## src/shared/mru_regs.svh

```systemverilog
// Purpose: offsets, field positions, reset values of the mode update bank
// Assumes: 32-bit AHB-Lite words, byte addresses decoded on haddr[7:0]
// Notes:   definitions only
`ifndef MRU_REGS_SVH
`define MRU_REGS_SVH
// register byte offsets
`define MRU_OFF_MODE      8'h00
`define MRU_OFF_WDOG      8'h04
`define MRU_OFF_RSTSRC    8'h08
`define MRU_OFF_TRX       8'h0C
`define MRU_OFF_SUPPLY    8'h10
`define MRU_OFF_NVCFG     8'h14
`define MRU_OFF_NVSTAT    8'h18
`define MRU_OFF_PN_ID     8'h1C
`define MRU_OFF_PN_MASK   8'h20
`define MRU_OFF_PN_FRAME  8'h24
`define MRU_OFF_DMASK_LO  8'h28
`define MRU_OFF_DMASK_HI  8'h2C
`define MRU_OFF_EVT_STAT  8'h30
`define MRU_OFF_EVT_CLR   8'h34
`define MRU_OFF_EVT_EN    8'h38
// field positions
`define MRU_WDOG_WMC_LSB  4
`define MRU_SUP_SENS_LSB  4
`define MRU_FRM_PN_DATA_MASK_ENABLE_BIT  6
`define MRU_FRM_CDR_LSB   8
`define MRU_TRX_TXACT     0
`define MRU_TRX_SILENT    1
`define MRU_TRX_PNERR     2
`define MRU_TRX_OSC       3
`define MRU_TRX_DOMTO     4
`define MRU_TRX_NMS       5
`define MRU_EVT_PO        0
`define MRU_EVT_SYSTEM_EVENT_SUMMARY      1
`define MRU_EVT_SILENT    2
`define MRU_EVT_DOMTO     3
`define MRU_EVT_DROP      4
// reset and mode-entry values
`define MRU_MC_DEF        3'h4
`define MRU_MC_NORMAL     3'h7
`define MRU_MC_SLEEP      3'h1
`define MRU_NWP_DEF       4'h4
`define MRU_RSS_DEF       5'h00
`define MRU_RSS_OTEMP     5'h12
`define MRU_WMC_SWDEV     3'h1
`define MRU_WMC_STD       3'h2
`define MRU_DM_DEF        8'hFF
`define MRU_CDR_DEF       3'h5
`define MRU_TRX_DEF       6'h26
`define MRU_EVT_DEF       5'h03
`endif

```

## src/shared/mru_pkg.sv

```systemverilog
// Purpose: types of the mode update bank
// Assumes: mode codes come from the mode state machine on i_mclk
// Notes:   gray codes along off, standby, normal, sleep
package mru_pkg;
   typedef enum logic [2:0] {
      MRU_OFF     = 3'h0,
      MRU_STANDBY = 3'h1,
      MRU_NORMAL  = 3'h3,
      MRU_SLEEP   = 3'h2,
      MRU_OTEMP   = 3'h6,
      MRU_RESET   = 3'h7
   } mru_mode_t;

   typedef struct packed {
      logic        hsel;
      logic [31:0] haddr;
      logic [1:0]  htrans;
      logic        hwrite;
      logic [2:0]  hsize;
      logic [31:0] hwdata;
      logic        hready;
   } mru_ahb_req_t;

   typedef struct packed {
      logic [31:0] hrdata;
      logic        hreadyout;
      logic        hresp;
   } mru_ahb_rsp_t;

   // live transceiver state, link side
   typedef struct packed {
      logic tx_active;
      logic bus_silent;
      logic pn_config_error;
      logic pn_oscillator_status;
      logic tx_dominant_timeout_status;
   } mru_live_t;

   // stored configuration and memory state
   typedef struct packed {
      logic       forced_normal_config;
      logic [1:0] restart_limit_config;
      logic       software_dev_config;
      logic       sleep_control_config;
      logic [1:0] supply_threshold_startup;
      logic [1:0] sensor_supply_startup;
      logic       nv_ecc_status;
      logic       nv_programmed_status;
      logic [5:0] nv_write_count_status;
   } mru_nv_t;

   typedef struct packed {
      logic        lclk_s1;
      logic        lclk_s2;
      logic        lclk_s3;
      mru_live_t   live_s1;
      mru_live_t   live_s2;
      mru_mode_t   mode_prev;
      logic        por;
      logic        wr_pend;
      logic [7:0]  wr_addr;
      mru_mode_t   wr_mode;
      logic [31:0] rdata;
      logic [2:0]  mc;
      logic [3:0]  nominal_watchdog_period;
      logic [2:0]  watchdog_mode_field;
      logic [4:0]  reset_source_status;
      logic [5:0]  trx;
      logic [1:0]  sup_thr;
      logic [1:0]  sens_ctl;
      logic [28:0] pn_id;
      logic [28:0] pn_mask;
      logic [3:0]  frame_length_code;
      logic        pn_data_mask_enable;
      logic [2:0]  data_rate_select;
      logic [63:0] dmask;
      logic [4:0]  evt;
      logic [4:0]  evt_en;
   } mru_state_t;
endpackage

```

## src/hw/mru_bank.sv

```systemverilog
// Purpose: mode driven register bank with AHB-Lite register access
// Assumes: i_mode, i_nv, i_reset_cause on i_mclk; i_link_clk, i_live async
// Notes:   zero wait state slave, always OKAY
`timescale 1ns/1ns
`include "mru_regs.svh"
module mru_bank (
   // clock and reset
   input  wire logic                  i_mclk,
   input  wire logic                  i_reset,
   // register bus
   input  wire mru_pkg::mru_ahb_req_t i_ahb,
   output      mru_pkg::mru_ahb_rsp_t o_ahb,
   // mode, memory and link
   input  wire mru_pkg::mru_mode_t    i_mode,
   input  wire mru_pkg::mru_nv_t      i_nv,
   input  wire logic [4:0]            i_reset_cause,
   input  wire logic                  i_link_clk,
   input  wire mru_pkg::mru_live_t    i_live,
   // controls to the chip
   output      logic [2:0]            o_mode_control_field,
   output      logic [3:0]            o_nominal_watchdog_period,
   output      logic [2:0]            o_watchdog_mode_field,
   output      logic [1:0]            o_supply_reset_threshold,
   output      logic [1:0]            o_sensor_supply_control,
   output      logic                  o_irq
);
   import mru_pkg::*;

   localparam mru_state_t ST_RST = '{
      lclk_s1: 1'b0, lclk_s2: 1'b0, lclk_s3: 1'b0,
      live_s1: '0, live_s2: '0, mode_prev: MRU_OFF, por: 1'b1,
      wr_pend: 1'b0, wr_addr: 8'h00, wr_mode: MRU_OFF, rdata: 32'h0,
      mc: `MRU_MC_DEF, nominal_watchdog_period: `MRU_NWP_DEF, watchdog_mode_field: `MRU_WMC_STD,
      reset_source_status: `MRU_RSS_DEF, trx: `MRU_TRX_DEF, sup_thr: 2'h0, sens_ctl: 2'h0,
      pn_id: 29'h0, pn_mask: 29'h0, frame_length_code: 4'h0, pn_data_mask_enable: 1'b1,
      data_rate_select: `MRU_CDR_DEF, dmask: {8{`MRU_DM_DEF}},
      evt: `MRU_EVT_DEF, evt_en: 5'h00};

   mru_state_t q;
   mru_state_t d;
   logic       acc;
   logic       entry;
   logic       link_edge;
   logic       do_wr;
   logic       drop;
   logic [4:0] evt_set;
   logic [4:0] evt_clr;
   logic [31:0] wd;

   function automatic logic [31:0] rd_mux(input mru_state_t s,
                                          input mru_nv_t nv,
                                          input logic [7:0] a);
      logic [31:0] r;
      r = 32'h0;
      unique case (a)
         `MRU_OFF_MODE:     r[2:0] = s.mc;
         `MRU_OFF_WDOG: begin
            r[3:0] = s.nominal_watchdog_period;
            r[`MRU_WDOG_WMC_LSB +: 3] = s.watchdog_mode_field;
         end
         `MRU_OFF_RSTSRC:   r[4:0] = s.reset_source_status;
         `MRU_OFF_TRX:      r[5:0] = s.trx;
         `MRU_OFF_SUPPLY: begin
            r[1:0] = s.sup_thr;
            r[`MRU_SUP_SENS_LSB +: 2] = s.sens_ctl;
         end
         `MRU_OFF_NVCFG:    r[8:0] = nv[16:8];
         `MRU_OFF_NVSTAT:   r[7:0] = nv[7:0];
         `MRU_OFF_PN_ID:    r[28:0] = s.pn_id;
         `MRU_OFF_PN_MASK:  r[28:0] = s.pn_mask;
         `MRU_OFF_PN_FRAME: begin
            r[3:0] = s.frame_length_code;
            r[`MRU_FRM_PN_DATA_MASK_ENABLE_BIT] = s.pn_data_mask_enable;
            r[`MRU_FRM_CDR_LSB +: 3] = s.data_rate_select;
         end
         `MRU_OFF_DMASK_LO: r = s.dmask[31:0];
         `MRU_OFF_DMASK_HI: r = s.dmask[63:32];
         `MRU_OFF_EVT_STAT: r[4:0] = s.evt;
         `MRU_OFF_EVT_EN:   r[4:0] = s.evt_en;
         default:           r = 32'h0;
      endcase
      return r;
   endfunction

   always_comb begin
      d = q;
      // two stage synchronisers; stage one feeds stage two only
      d.lclk_s1 = i_link_clk;
      d.lclk_s2 = q.lclk_s1;
      d.lclk_s3 = q.lclk_s2;
      d.live_s1 = i_live;
      d.live_s2 = q.live_s1;
      link_edge = q.lclk_s2 & ~q.lclk_s3;
      entry = (i_mode != q.mode_prev);
      d.mode_prev = i_mode;
      d.por = 1'b0;
      evt_set = 5'h00;
      evt_clr = 5'h00;
      wd = i_ahb.hwdata;

      // address phase
      acc = i_ahb.hsel & i_ahb.htrans[1] & i_ahb.hready;
      d.wr_pend = acc & i_ahb.hwrite;
      if (acc) begin
         d.wr_addr = i_ahb.haddr[7:0];
         d.wr_mode = i_mode;
      end
      if (acc & ~i_ahb.hwrite) begin
         d.rdata = rd_mux(q, i_nv, i_ahb.haddr[7:0]);
      end

      // data phase; a mode change wins over the access
      do_wr = q.wr_pend & ~entry & (i_mode == q.wr_mode);
      drop = q.wr_pend & ~do_wr;
      if (do_wr) begin
         unique case (q.wr_addr)
            `MRU_OFF_MODE: d.mc = wd[2:0];
            `MRU_OFF_WDOG: begin
               d.nominal_watchdog_period = wd[3:0];
               d.watchdog_mode_field = wd[`MRU_WDOG_WMC_LSB +: 3];
            end
            `MRU_OFF_SUPPLY: begin
               d.sup_thr  = wd[1:0];
               d.sens_ctl = wd[`MRU_SUP_SENS_LSB +: 2];
            end
            `MRU_OFF_PN_ID:    d.pn_id = wd[28:0];
            `MRU_OFF_PN_MASK:  d.pn_mask = wd[28:0];
            `MRU_OFF_PN_FRAME: begin
               d.frame_length_code  = wd[3:0];
               d.pn_data_mask_enable = wd[`MRU_FRM_PN_DATA_MASK_ENABLE_BIT];
               d.data_rate_select  = wd[`MRU_FRM_CDR_LSB +: 3];
            end
            `MRU_OFF_DMASK_LO: d.dmask[31:0] = wd;
            `MRU_OFF_DMASK_HI: d.dmask[63:32] = wd;
            `MRU_OFF_EVT_CLR:  evt_clr = wd[4:0];
            `MRU_OFF_EVT_EN:   d.evt_en = wd[4:0];
            default: ;
         endcase
      end

      // live status captured on link clock rising edges
      if (link_edge) begin
         d.trx[`MRU_TRX_PNERR] = q.live_s2.pn_config_error;
         d.trx[`MRU_TRX_OSC]   = q.live_s2.pn_oscillator_status;
         d.trx[`MRU_TRX_DOMTO] =
            q.live_s2.tx_dominant_timeout_status;
         if (i_mode != MRU_SLEEP) begin
            d.trx[`MRU_TRX_SILENT] = q.live_s2.bus_silent;
         end
         d.trx[`MRU_TRX_TXACT] = q.live_s2.tx_active;
         evt_set[`MRU_EVT_SILENT] = q.live_s2.bus_silent &
            ~q.trx[`MRU_TRX_SILENT] & (i_mode != MRU_SLEEP);
         evt_set[`MRU_EVT_DOMTO] = q.live_s2.tx_dominant_timeout_status &
            ~q.trx[`MRU_TRX_DOMTO];
      end
      if (i_mode != MRU_NORMAL) begin
         d.trx[`MRU_TRX_TXACT] = 1'b0;
      end
      evt_set[`MRU_EVT_DROP] = drop;

      // mode entry updates; other bits hold
      if (entry) begin
         unique case (i_mode)
            MRU_STANDBY: d.mc = `MRU_MC_DEF;
            MRU_NORMAL: begin
               d.mc = `MRU_MC_NORMAL;
               d.trx[`MRU_TRX_NMS] = 1'b0;
            end
            MRU_SLEEP: d.mc = `MRU_MC_SLEEP;
            MRU_OTEMP: begin
               d.nominal_watchdog_period = `MRU_NWP_DEF;
               d.reset_source_status = `MRU_RSS_OTEMP;
            end
            MRU_RESET: begin
               d.mc  = `MRU_MC_DEF;
               d.nominal_watchdog_period = `MRU_NWP_DEF;
               d.reset_source_status = i_reset_cause;
               d.watchdog_mode_field = i_nv.software_dev_config ? `MRU_WMC_SWDEV
                                                : `MRU_WMC_STD;
            end
            default: ;
         endcase
      end

      // sticky events, set beats clear
      d.evt = (q.evt & ~evt_clr) | evt_set;
      if (|evt_set) begin
         d.evt[`MRU_EVT_SYSTEM_EVENT_SUMMARY] = 1'b1;
      end

      // off mode and power-on: every bit to its default
      if (i_mode == MRU_OFF || q.por) begin
         d.mc      = `MRU_MC_DEF;
         d.nominal_watchdog_period     = `MRU_NWP_DEF;
         d.reset_source_status     = `MRU_RSS_DEF;
         d.trx     = `MRU_TRX_DEF;
         d.watchdog_mode_field     = i_nv.software_dev_config ? `MRU_WMC_SWDEV
                                              : `MRU_WMC_STD;
         d.pn_id   = 29'h0;
         d.pn_mask = 29'h0;
         d.frame_length_code     = 4'h0;
         d.pn_data_mask_enable    = 1'b1;
         d.data_rate_select     = `MRU_CDR_DEF;
         d.dmask   = {8{`MRU_DM_DEF}};
         d.sup_thr  = i_nv.supply_threshold_startup;
         d.sens_ctl = i_nv.sensor_supply_startup;
         d.evt     = `MRU_EVT_DEF;
         d.evt_en  = 5'h00;
      end
   end

   always_ff @(posedge i_mclk or posedge i_reset) begin
      if (i_reset) begin
         q <= ST_RST;
      end else begin
         q <= d;
      end
   end

   assign o_ahb.hrdata    = q.rdata;
   assign o_ahb.hreadyout = 1'b1;
   assign o_ahb.hresp     = 1'b0;
   assign o_mode_control_field      = q.mc;
   assign o_nominal_watchdog_period = q.nominal_watchdog_period;
   assign o_watchdog_mode_field     = q.watchdog_mode_field;
   assign o_supply_reset_threshold  = q.sup_thr;
   assign o_sensor_supply_control   = q.sens_ctl;
   assign o_irq = |(q.evt & q.evt_en);
endmodule

```

## config.mk

```make
export PLATFORM = sky130hd
export DESIGN_NAME = mru_bank
export DESIGN_NICKNAME = d
export VERILOG_FILES = /design/src/shared/mru_pkg.sv /design/src/hw/mru_bank.sv
export VERILOG_INCLUDE_DIRS = /design/src /design/src/shared
export SDC_FILE = /design/constraint.sdc
export NUM_CORES = 1
export LEC_CHECK = 0
export ABC_CLOCK_PERIOD_IN_PS = 5900
export BUFFER_PORTS_ARGS = -buffer_cell sky130_fd_sc_hd__buf_4
export CORE_MARGIN = 3
export CORE_UTILIZATION = 37
export DETAILED_ROUTE_END_ITERATION = 6
export GPL_TIMING_DRIVEN = 0
export SETUP_SLACK_MARGIN = 0.3
export SLEW_MARGIN = 20
export SYNTH_ARGS = -nofsm -noshare
export SYNTH_HDL_FRONTEND = slang
export SYNTH_SLANG_ARGS = --single-unit
```

## constraint.sdc

```tcl
create_clock -name i_mclk -period 5.9 [get_ports i_mclk]
set_clock_uncertainty 0.2 [all_clocks]
set_input_delay 0 -clock i_mclk [delete_from_list [all_inputs] [get_ports i_mclk]]
set_output_delay 0 -clock i_mclk [all_outputs]
set_load 0.05 [all_outputs]
```

---- After elaboration in Yosys (flattened, before gate mapping) ----
Cells that the tools add are included.
storage, ports and cells
  register bits ........................... 226
  bits in latches ......................... 0
  bits in writable memories ............... 0
  memory bits (read-only) ................. 0
  memories kept ........................... 0
operators by class
  $add $sub $neg .......................... 0
  $mul .................................... 0
  div/mod/pow operators ................... 0
  magnitude comparators ................... 0
  equality and inequality tests ........... 31
  shifts and indexed selects .............. 0
  muxes and demuxes ....................... 38
  bitwise operators ....................... 21
  reduce and logical (&&, ||, !) cells .... 32
operators by type and width
  kind                                                 count
  2-to-1 mux 165 bit                                   1
  2-to-1 mux 134 bit                                   1
  equality test 8 x 6 -> 1 bit, second input constant  12
  one-hot mux 18 bit (4 select lines)                  1
  2-to-1 mux 32 bit                                    2
  2-to-1 mux 29 bit                                    2
  equality test 8 x 5 -> 1 bit, second input constant  6
  one-hot mux 2 bit (14 select lines)                  1
  2-to-1 mux 5 bit                                     5
  one-hot mux 1 bit (12 select lines)                  2
  nonzero test 2 bit                                   12
  AND reduction 2 bit                                  10
  equality test 8 x 3 -> 1 bit, second input constant  2
  equality test 8 x 4 -> 1 bit, second input constant  2
  zero test 8 bit                                      2
  2-to-1 mux 16 bit                                    1
  one-hot mux 1 bit (13 select lines)                  1
  one-hot mux 1 bit (6 select lines)                   2
  AND 1 bit                                            11
  AND 5 bit                                            2
  2-to-1 mux 10 bit                                    1
  one-hot mux 2 bit (5 select lines)                   1
  one-hot mux 5 bit (2 select lines)                   1
  one-hot mux 1 bit (9 select lines)                   1
  24 further kinds                                     40

---- Longest topological paths before layout ----
  depth after elaboration ................. 10
  depth in mapped cells ................... 8
  gate-level depth less buffers ........... 5

---- Least setup slack after synthesis ----
OpenSTA, ideal clock, no wires.
  path kind ............................... reg-to-reg
  start ................................... register q[211] in the netlist's numbering
  end ..................................... register q[100] in the netlist's numbering
  library setup time ...................... 0.121 ns
  data arrival time ....................... 2.038 ns
  data required time ...................... 5.579 ns
  setup slack ............................. 3.541 ns
  stages on the path, launching flop included .. 8
  buffers on the path ..................... 2
  cell sequence ........................... dfrtp_1 clkbuf_1 xnor2_2 nand4_4 nor4_4 nor2_2 buf_2 a22o_1
on the way
  cells in the longest elaborated chain, start to end .. 6
ends and longest elaborated chain
  what                           RTL line         RTL
  start, declared                mru_bank.sv:39   mru_state_t q;
  start signal, assigned         mru_bank.sv:214  q <= ST_RST;
  start signal, assigned         mru_bank.sv:216  q <= d;
  != test 3 bit                  mru_bank.sv:94   entry = (i_mode != q.mode_prev);
  inverter 1 bit                 mru_bank.sv:113  do_wr = q.wr_pend & ~entry & (i_mode == q.wr_mode);
  AND 1 bit (2 in series)        mru_bank.sv:113
  nonzero test 2 bit (no line)   --
  AND reduction 2 bit (no line)  --
Every way passes these cells.
A chain may end at the register's enable or synchronous reset.

---- Worst setup path in the final report ----
  start ................................... register q[200] in the netlist's numbering
  end ..................................... register q (netlist bit o_supply_reset_threshold[1])
on the way
  cells in the longest elaborated chain, start to end .. 3
ends and longest elaborated chain
  what                           RTL line         RTL
  equality test 8 x 5 -> 1 bit   mru_bank.sv:116  unique case (q.wr_addr)
  nonzero test 2 bit (no line)   --
  AND reduction 2 bit (no line)  --
Every way passes these cells.

==> summary.txt <==
Clocking
  • Number of sinks handled by clock tree synthesis: 226
  • Post-cts sizing count: 0
  • CTS clock-pin slew for the worst setup and hold paths: 60 ps
  • Num CTS Buffers: 25
  • Later-pin clock latency in the skew report: 530 ps
  • Root buffer cell: sky130_fd_sc_hd__clkbuf_16
  • Setup Buffers After CTS: 0
  • Maximum count of clock buffers along a single path: 3
  • Clock tree from TritonCTS: done
  • H-tree lvl count: 1

Routing
  • Vias: 9446
  • Detailed-route wire length per cell: 21.0 um
  • Routed Wire Length: 35.9 mm
  • Number of remaining DRC errors: 0
  • DRT antenna net count: 0
  • First-pass DRT Iterations: 5
  • Drt initial violations: 811
  • Detailed-route vias per instance: 5.51

STA
  • Tcrit/Tclk final: 53.1%
  • Final count of negative-setup-slack endpoints: 0
  • Slew at the pin closest to its max-slew limit: 972 ps
  • Final worst setup slack: 2770 ps
  • Final hold violation count: 0
  • WHS: 53.8 ps
  • Number of pins exceeding their max-slew limit in the final report: 0
  • Setup repair after global routing missed its margin: false
  • Maximum frequency from static timing analysis: 319 MHz
  • Setup Total Neg Slack: 0 ps
  • Worst relative slew slack: 34.7%
  • Time the worst path needs with I/O delays and setup: 3130 ps

Power and ir drop
  • Portion of total power attributed to combinational logic: 12.9%
  • Sw Share: 26.0%
  • Power density over cell area: 250 nW/um^2
  • Sequential share of power: 45.2%
  • Max VDD drop: 186 uV
  • Int Pwr: 2.65 mW
  • Switching power: 0.932 mW
  • Leakage power summed over all cells: 6.05 nW
  • Relative contribution of the clock network to total power: 41.8%

Logic synthesis
  • YS warnings: 0
  • Number of synthesized register bits: 226
  • Flip-flop cell with the highest count after synthesis: sky130_fd_sc_hd__dfrtp_1
  • Area of the mapped netlist: 11200 sq um
  • Average footprint of a synthesized cell: 10.4 sq um
  • Asr flop ratio synth: 100%
  • Portion of the post-synthesis area used by sequential elements: 51.5%
  • EDFF count, synth: 0
  • Gate count after technology mapping: 1073
  • Distinct cell type count of the synthesized netlist: 71

Setup path
  • Cell depth of the worst setup path: 6
  • Crit end category: register
  • Capture point of the worst reg-to-reg path: o_supply_reset_threshold[1]
  • Max stage delay on crit path: 840 ps
  • Kind of cell with the highest combined delay on the critical path: simple AND/OR/NAND/NOR gates
  • Critical path class: register to register
  • Slowest cell on crit path: sky130_fd_sc_hd__nor4_2
  • WP data required: 6160 ps
  • Startpoint Class: register
  • Peak fanout along the critical path: 8
  • Endpoint of the most critical setup path: o_supply_reset_threshold[1]
  • Arrival time at the worst endpoint: 3400 ps
  • Ordered list of cells on the worst path: nor4b_2 -> nand2b_1 -> nor4_2 -> nand3_1 -> o211ai_1 -> dlygate4sd3_1
  • Setup slack of the worst register-to-register path: 2770 ps
  • Sum of buffers and inverters on the critical path: 1
  • Reg-to-Reg Start: q[200]
  • Worst reg2reg path depth: 6
  • Critical path startpoint: q[200]

Place
  • Placement Setup Slack: 2960 ps
  • Number of input and output port buffers inserted: 114
  • Gp weighted congestion: 0.940
  • Number of cells after detailed placement: 1580
  • HPWL reported at the end of detailed placement: 25.3 mm

Die
  • Die height: 180 um
  • Initial Util: 38.2%
  • Number of rows created at floorplan: 62
  • Number of I/O pins: 154
  • X dimension of the die: 180 um
  • Area of the core: 29200 sq um
  • Floorplan die area: 32300 sq um

Global routing
  • Maximum number of pins on one net before global-route repair: 30
  • Global-route wire length before repair: 56.6 mm
  • All-Layer GR Usage: 21.9%
  • Vias in the first global route: 9524
  • GRT overflow: 0
  • Initial antenna violation count: 1

Finish
  • Layout overhead on the synthesized area: 28.4%
  • Area occupied by registers: 5750 sq um
  • Final non-filler cell total: 1713
  • Share of final-layout standard cells stronger than drive strength 1: 27.0%
  • Fin nets: 1416
  • Filler cell count: 2766
  • Multi-input gate area in the final layout: 4680 sq um
  • Antenna diode count: 0

Job
  • Max-cap violations: 0

Status
  • Status: finished clean

Min path
  • Path class of the lowest-slack min-delay path: input port to register
per-layer routing:
layer / vias to the layer above / GRT usage [%] / wire, um
li1: 4272 / - / -
met1: 4714 / 30.8 / 15800
met2: 391 / 34.8 / 16500
met3: 67 / 4.49 / 2670
met4: 2 / 5.23 / 902
met5: - / 0 / 14
layout make-up:
class,count,share of cell area (%)
Inverter,12,0.340
Sequential cell,226,40.1
Multi-Input combinational cell,704,32.6
Clock buffer,43,5.32
Buffer,132,5.00
Tap cell,384,3.35
Timing Repair Buffer,210,13.3
Clock inverter,2,0.0697
worst min-delay path, delay by kind of cell:
kind / cells / cell delay (ps)
buffers and inverters: 2 / 630
AOI/OAI and AO/OA: 1 / 60
and+or+nand+nor: 1 / 50
flip-flops by register name (all words and copies together) (netlist names):
| register | cells |
|---|---|
| o_watchdog_mode_field | 3 |
| q | 173 |
| o_mode_control_field | 3 |
| o_supply_reset_threshold | 2 |
| o_sensor_supply_control | 2 |
| o_nominal_watchdog_period | 4 |
| o_ahb | 32 |
| d | 7 |
cell usage in the layout (no fill, tap or decap), types with 9 or more instances in the layout:
cell	count
sky130_fd_sc_hd__buf_4	165
sky130_fd_sc_hd__nand2_1	150
sky130_fd_sc_hd__dfrtp_1	150
sky130_fd_sc_hd__dlygate4sd3_1	88
sky130_fd_sc_hd__dfstp_2	76
sky130_fd_sc_hd__mux2i_1	70
sky130_fd_sc_hd__clkbuf_1	70
sky130_fd_sc_hd__nand3_1	64
sky130_fd_sc_hd__nor2_1	61
sky130_fd_sc_hd__o21ai_0	57
sky130_fd_sc_hd__mux2_2	40
sky130_fd_sc_hd__a22o_1	40
sky130_fd_sc_hd__a22oi_1	35
sky130_fd_sc_hd__o22a_1	26
sky130_fd_sc_hd__clkbuf_16	25
sky130_fd_sc_hd__buf_2	11
sky130_fd_sc_hd__inv_1	11
sky130_fd_sc_hd__a21oi_1	11
sky130_fd_sc_hd__nand4_1	10
sky130_fd_sc_hd__nor2b_1	9
worst min path at each step:
stage                          start        to  cells past startpoint
floorplan                  i_live[0]    d[213]                      0
global placement           i_live[4]    d[217]                      1
detailed placement        i_link_clk    d[224]                      1
CTS                         i_nv[12]  o_ahb[6]                      5
global route        i_reset_cause[0]    q[150]                      4
finish              i_reset_cause[0]    q[150]                      4
cell usage after synthesis, drive strengths merged, types with 3 or more instances:
cell / count / area, sq um
a21oi: 11 / 55.1
a32oi: 3 / 26.3
xnor2: 6 / 67.6
o211ai: 5 / 37.5
buf: 72 / 490
o21ai: 59 / 295
nor3: 8 / 40.0
and3: 5 / 31.3
and4: 4 / 35.0
nand2: 151 / 569
dfstp: 76 / 2000
a211oi: 4 / 30.0
nand4: 11 / 83.8
or3: 3 / 18.8
mux2i: 70 / 701
nor2: 62 / 235
nor2b: 9 / 56.3
nand2b: 7 / 43.8
nand3b: 5 / 37.5
nor4: 14 / 151
a22oi: 35 / 263
dfrtp: 150 / 3750
o22a: 26 / 228
a221oi: 4 / 35.0
a22o: 40 / 350
nand3: 64 / 320
mux2: 40 / 450
inv: 12 / 45.0
clkbuf: 60 / 226
o22ai: 8 / 50.1
nor3b: 5 / 37.5
and2: 5 / 31.3
nor4b: 5 / 71.3
per-stage QoR:
stage,total power [mW],util (%),area [sq um]
finish,3.58,49.1,14400
global route,3.71,49.1,14400
CTS,3.60,49.1,14300
detailed placement,2.06,43.4,12700
global placement,2.04,42.8,12500
floorplan,1.88,-,11200
power by group through the flow:
stage	Sequential (mW)	Combinational, mW	Clock, mW
floorplan	1.63	0.249	0
global route	1.62	0.500	1.59
global placement	1.64	0.395	0
detailed placement	1.65	0.411	0
finish	1.62	0.463	1.50
CTS	1.62	0.463	1.52
logic make-up (layout without fill, tap and decap cells):
group / count (synthesis) / count (layout) / synth area share (%)
flops: 226 / 226 / 51.5
mux: 112 / 112 / 10.7
xor+xnor: 6 / 6 / 0.605
simple gates: 366 / 366 / 16.4
other cells: 2 / 3 / 0.0672
buf+inv: 144 / 399 / 6.82
compound gates: 217 / 217 / 14.0
timing repair:
action	in CTS	in global routing
endpoints found under the hold margin	261	0
hold buffers	88	0
setup endpoints to repair	0	0
No activity file was read; power rests on OpenSTA's default activity.
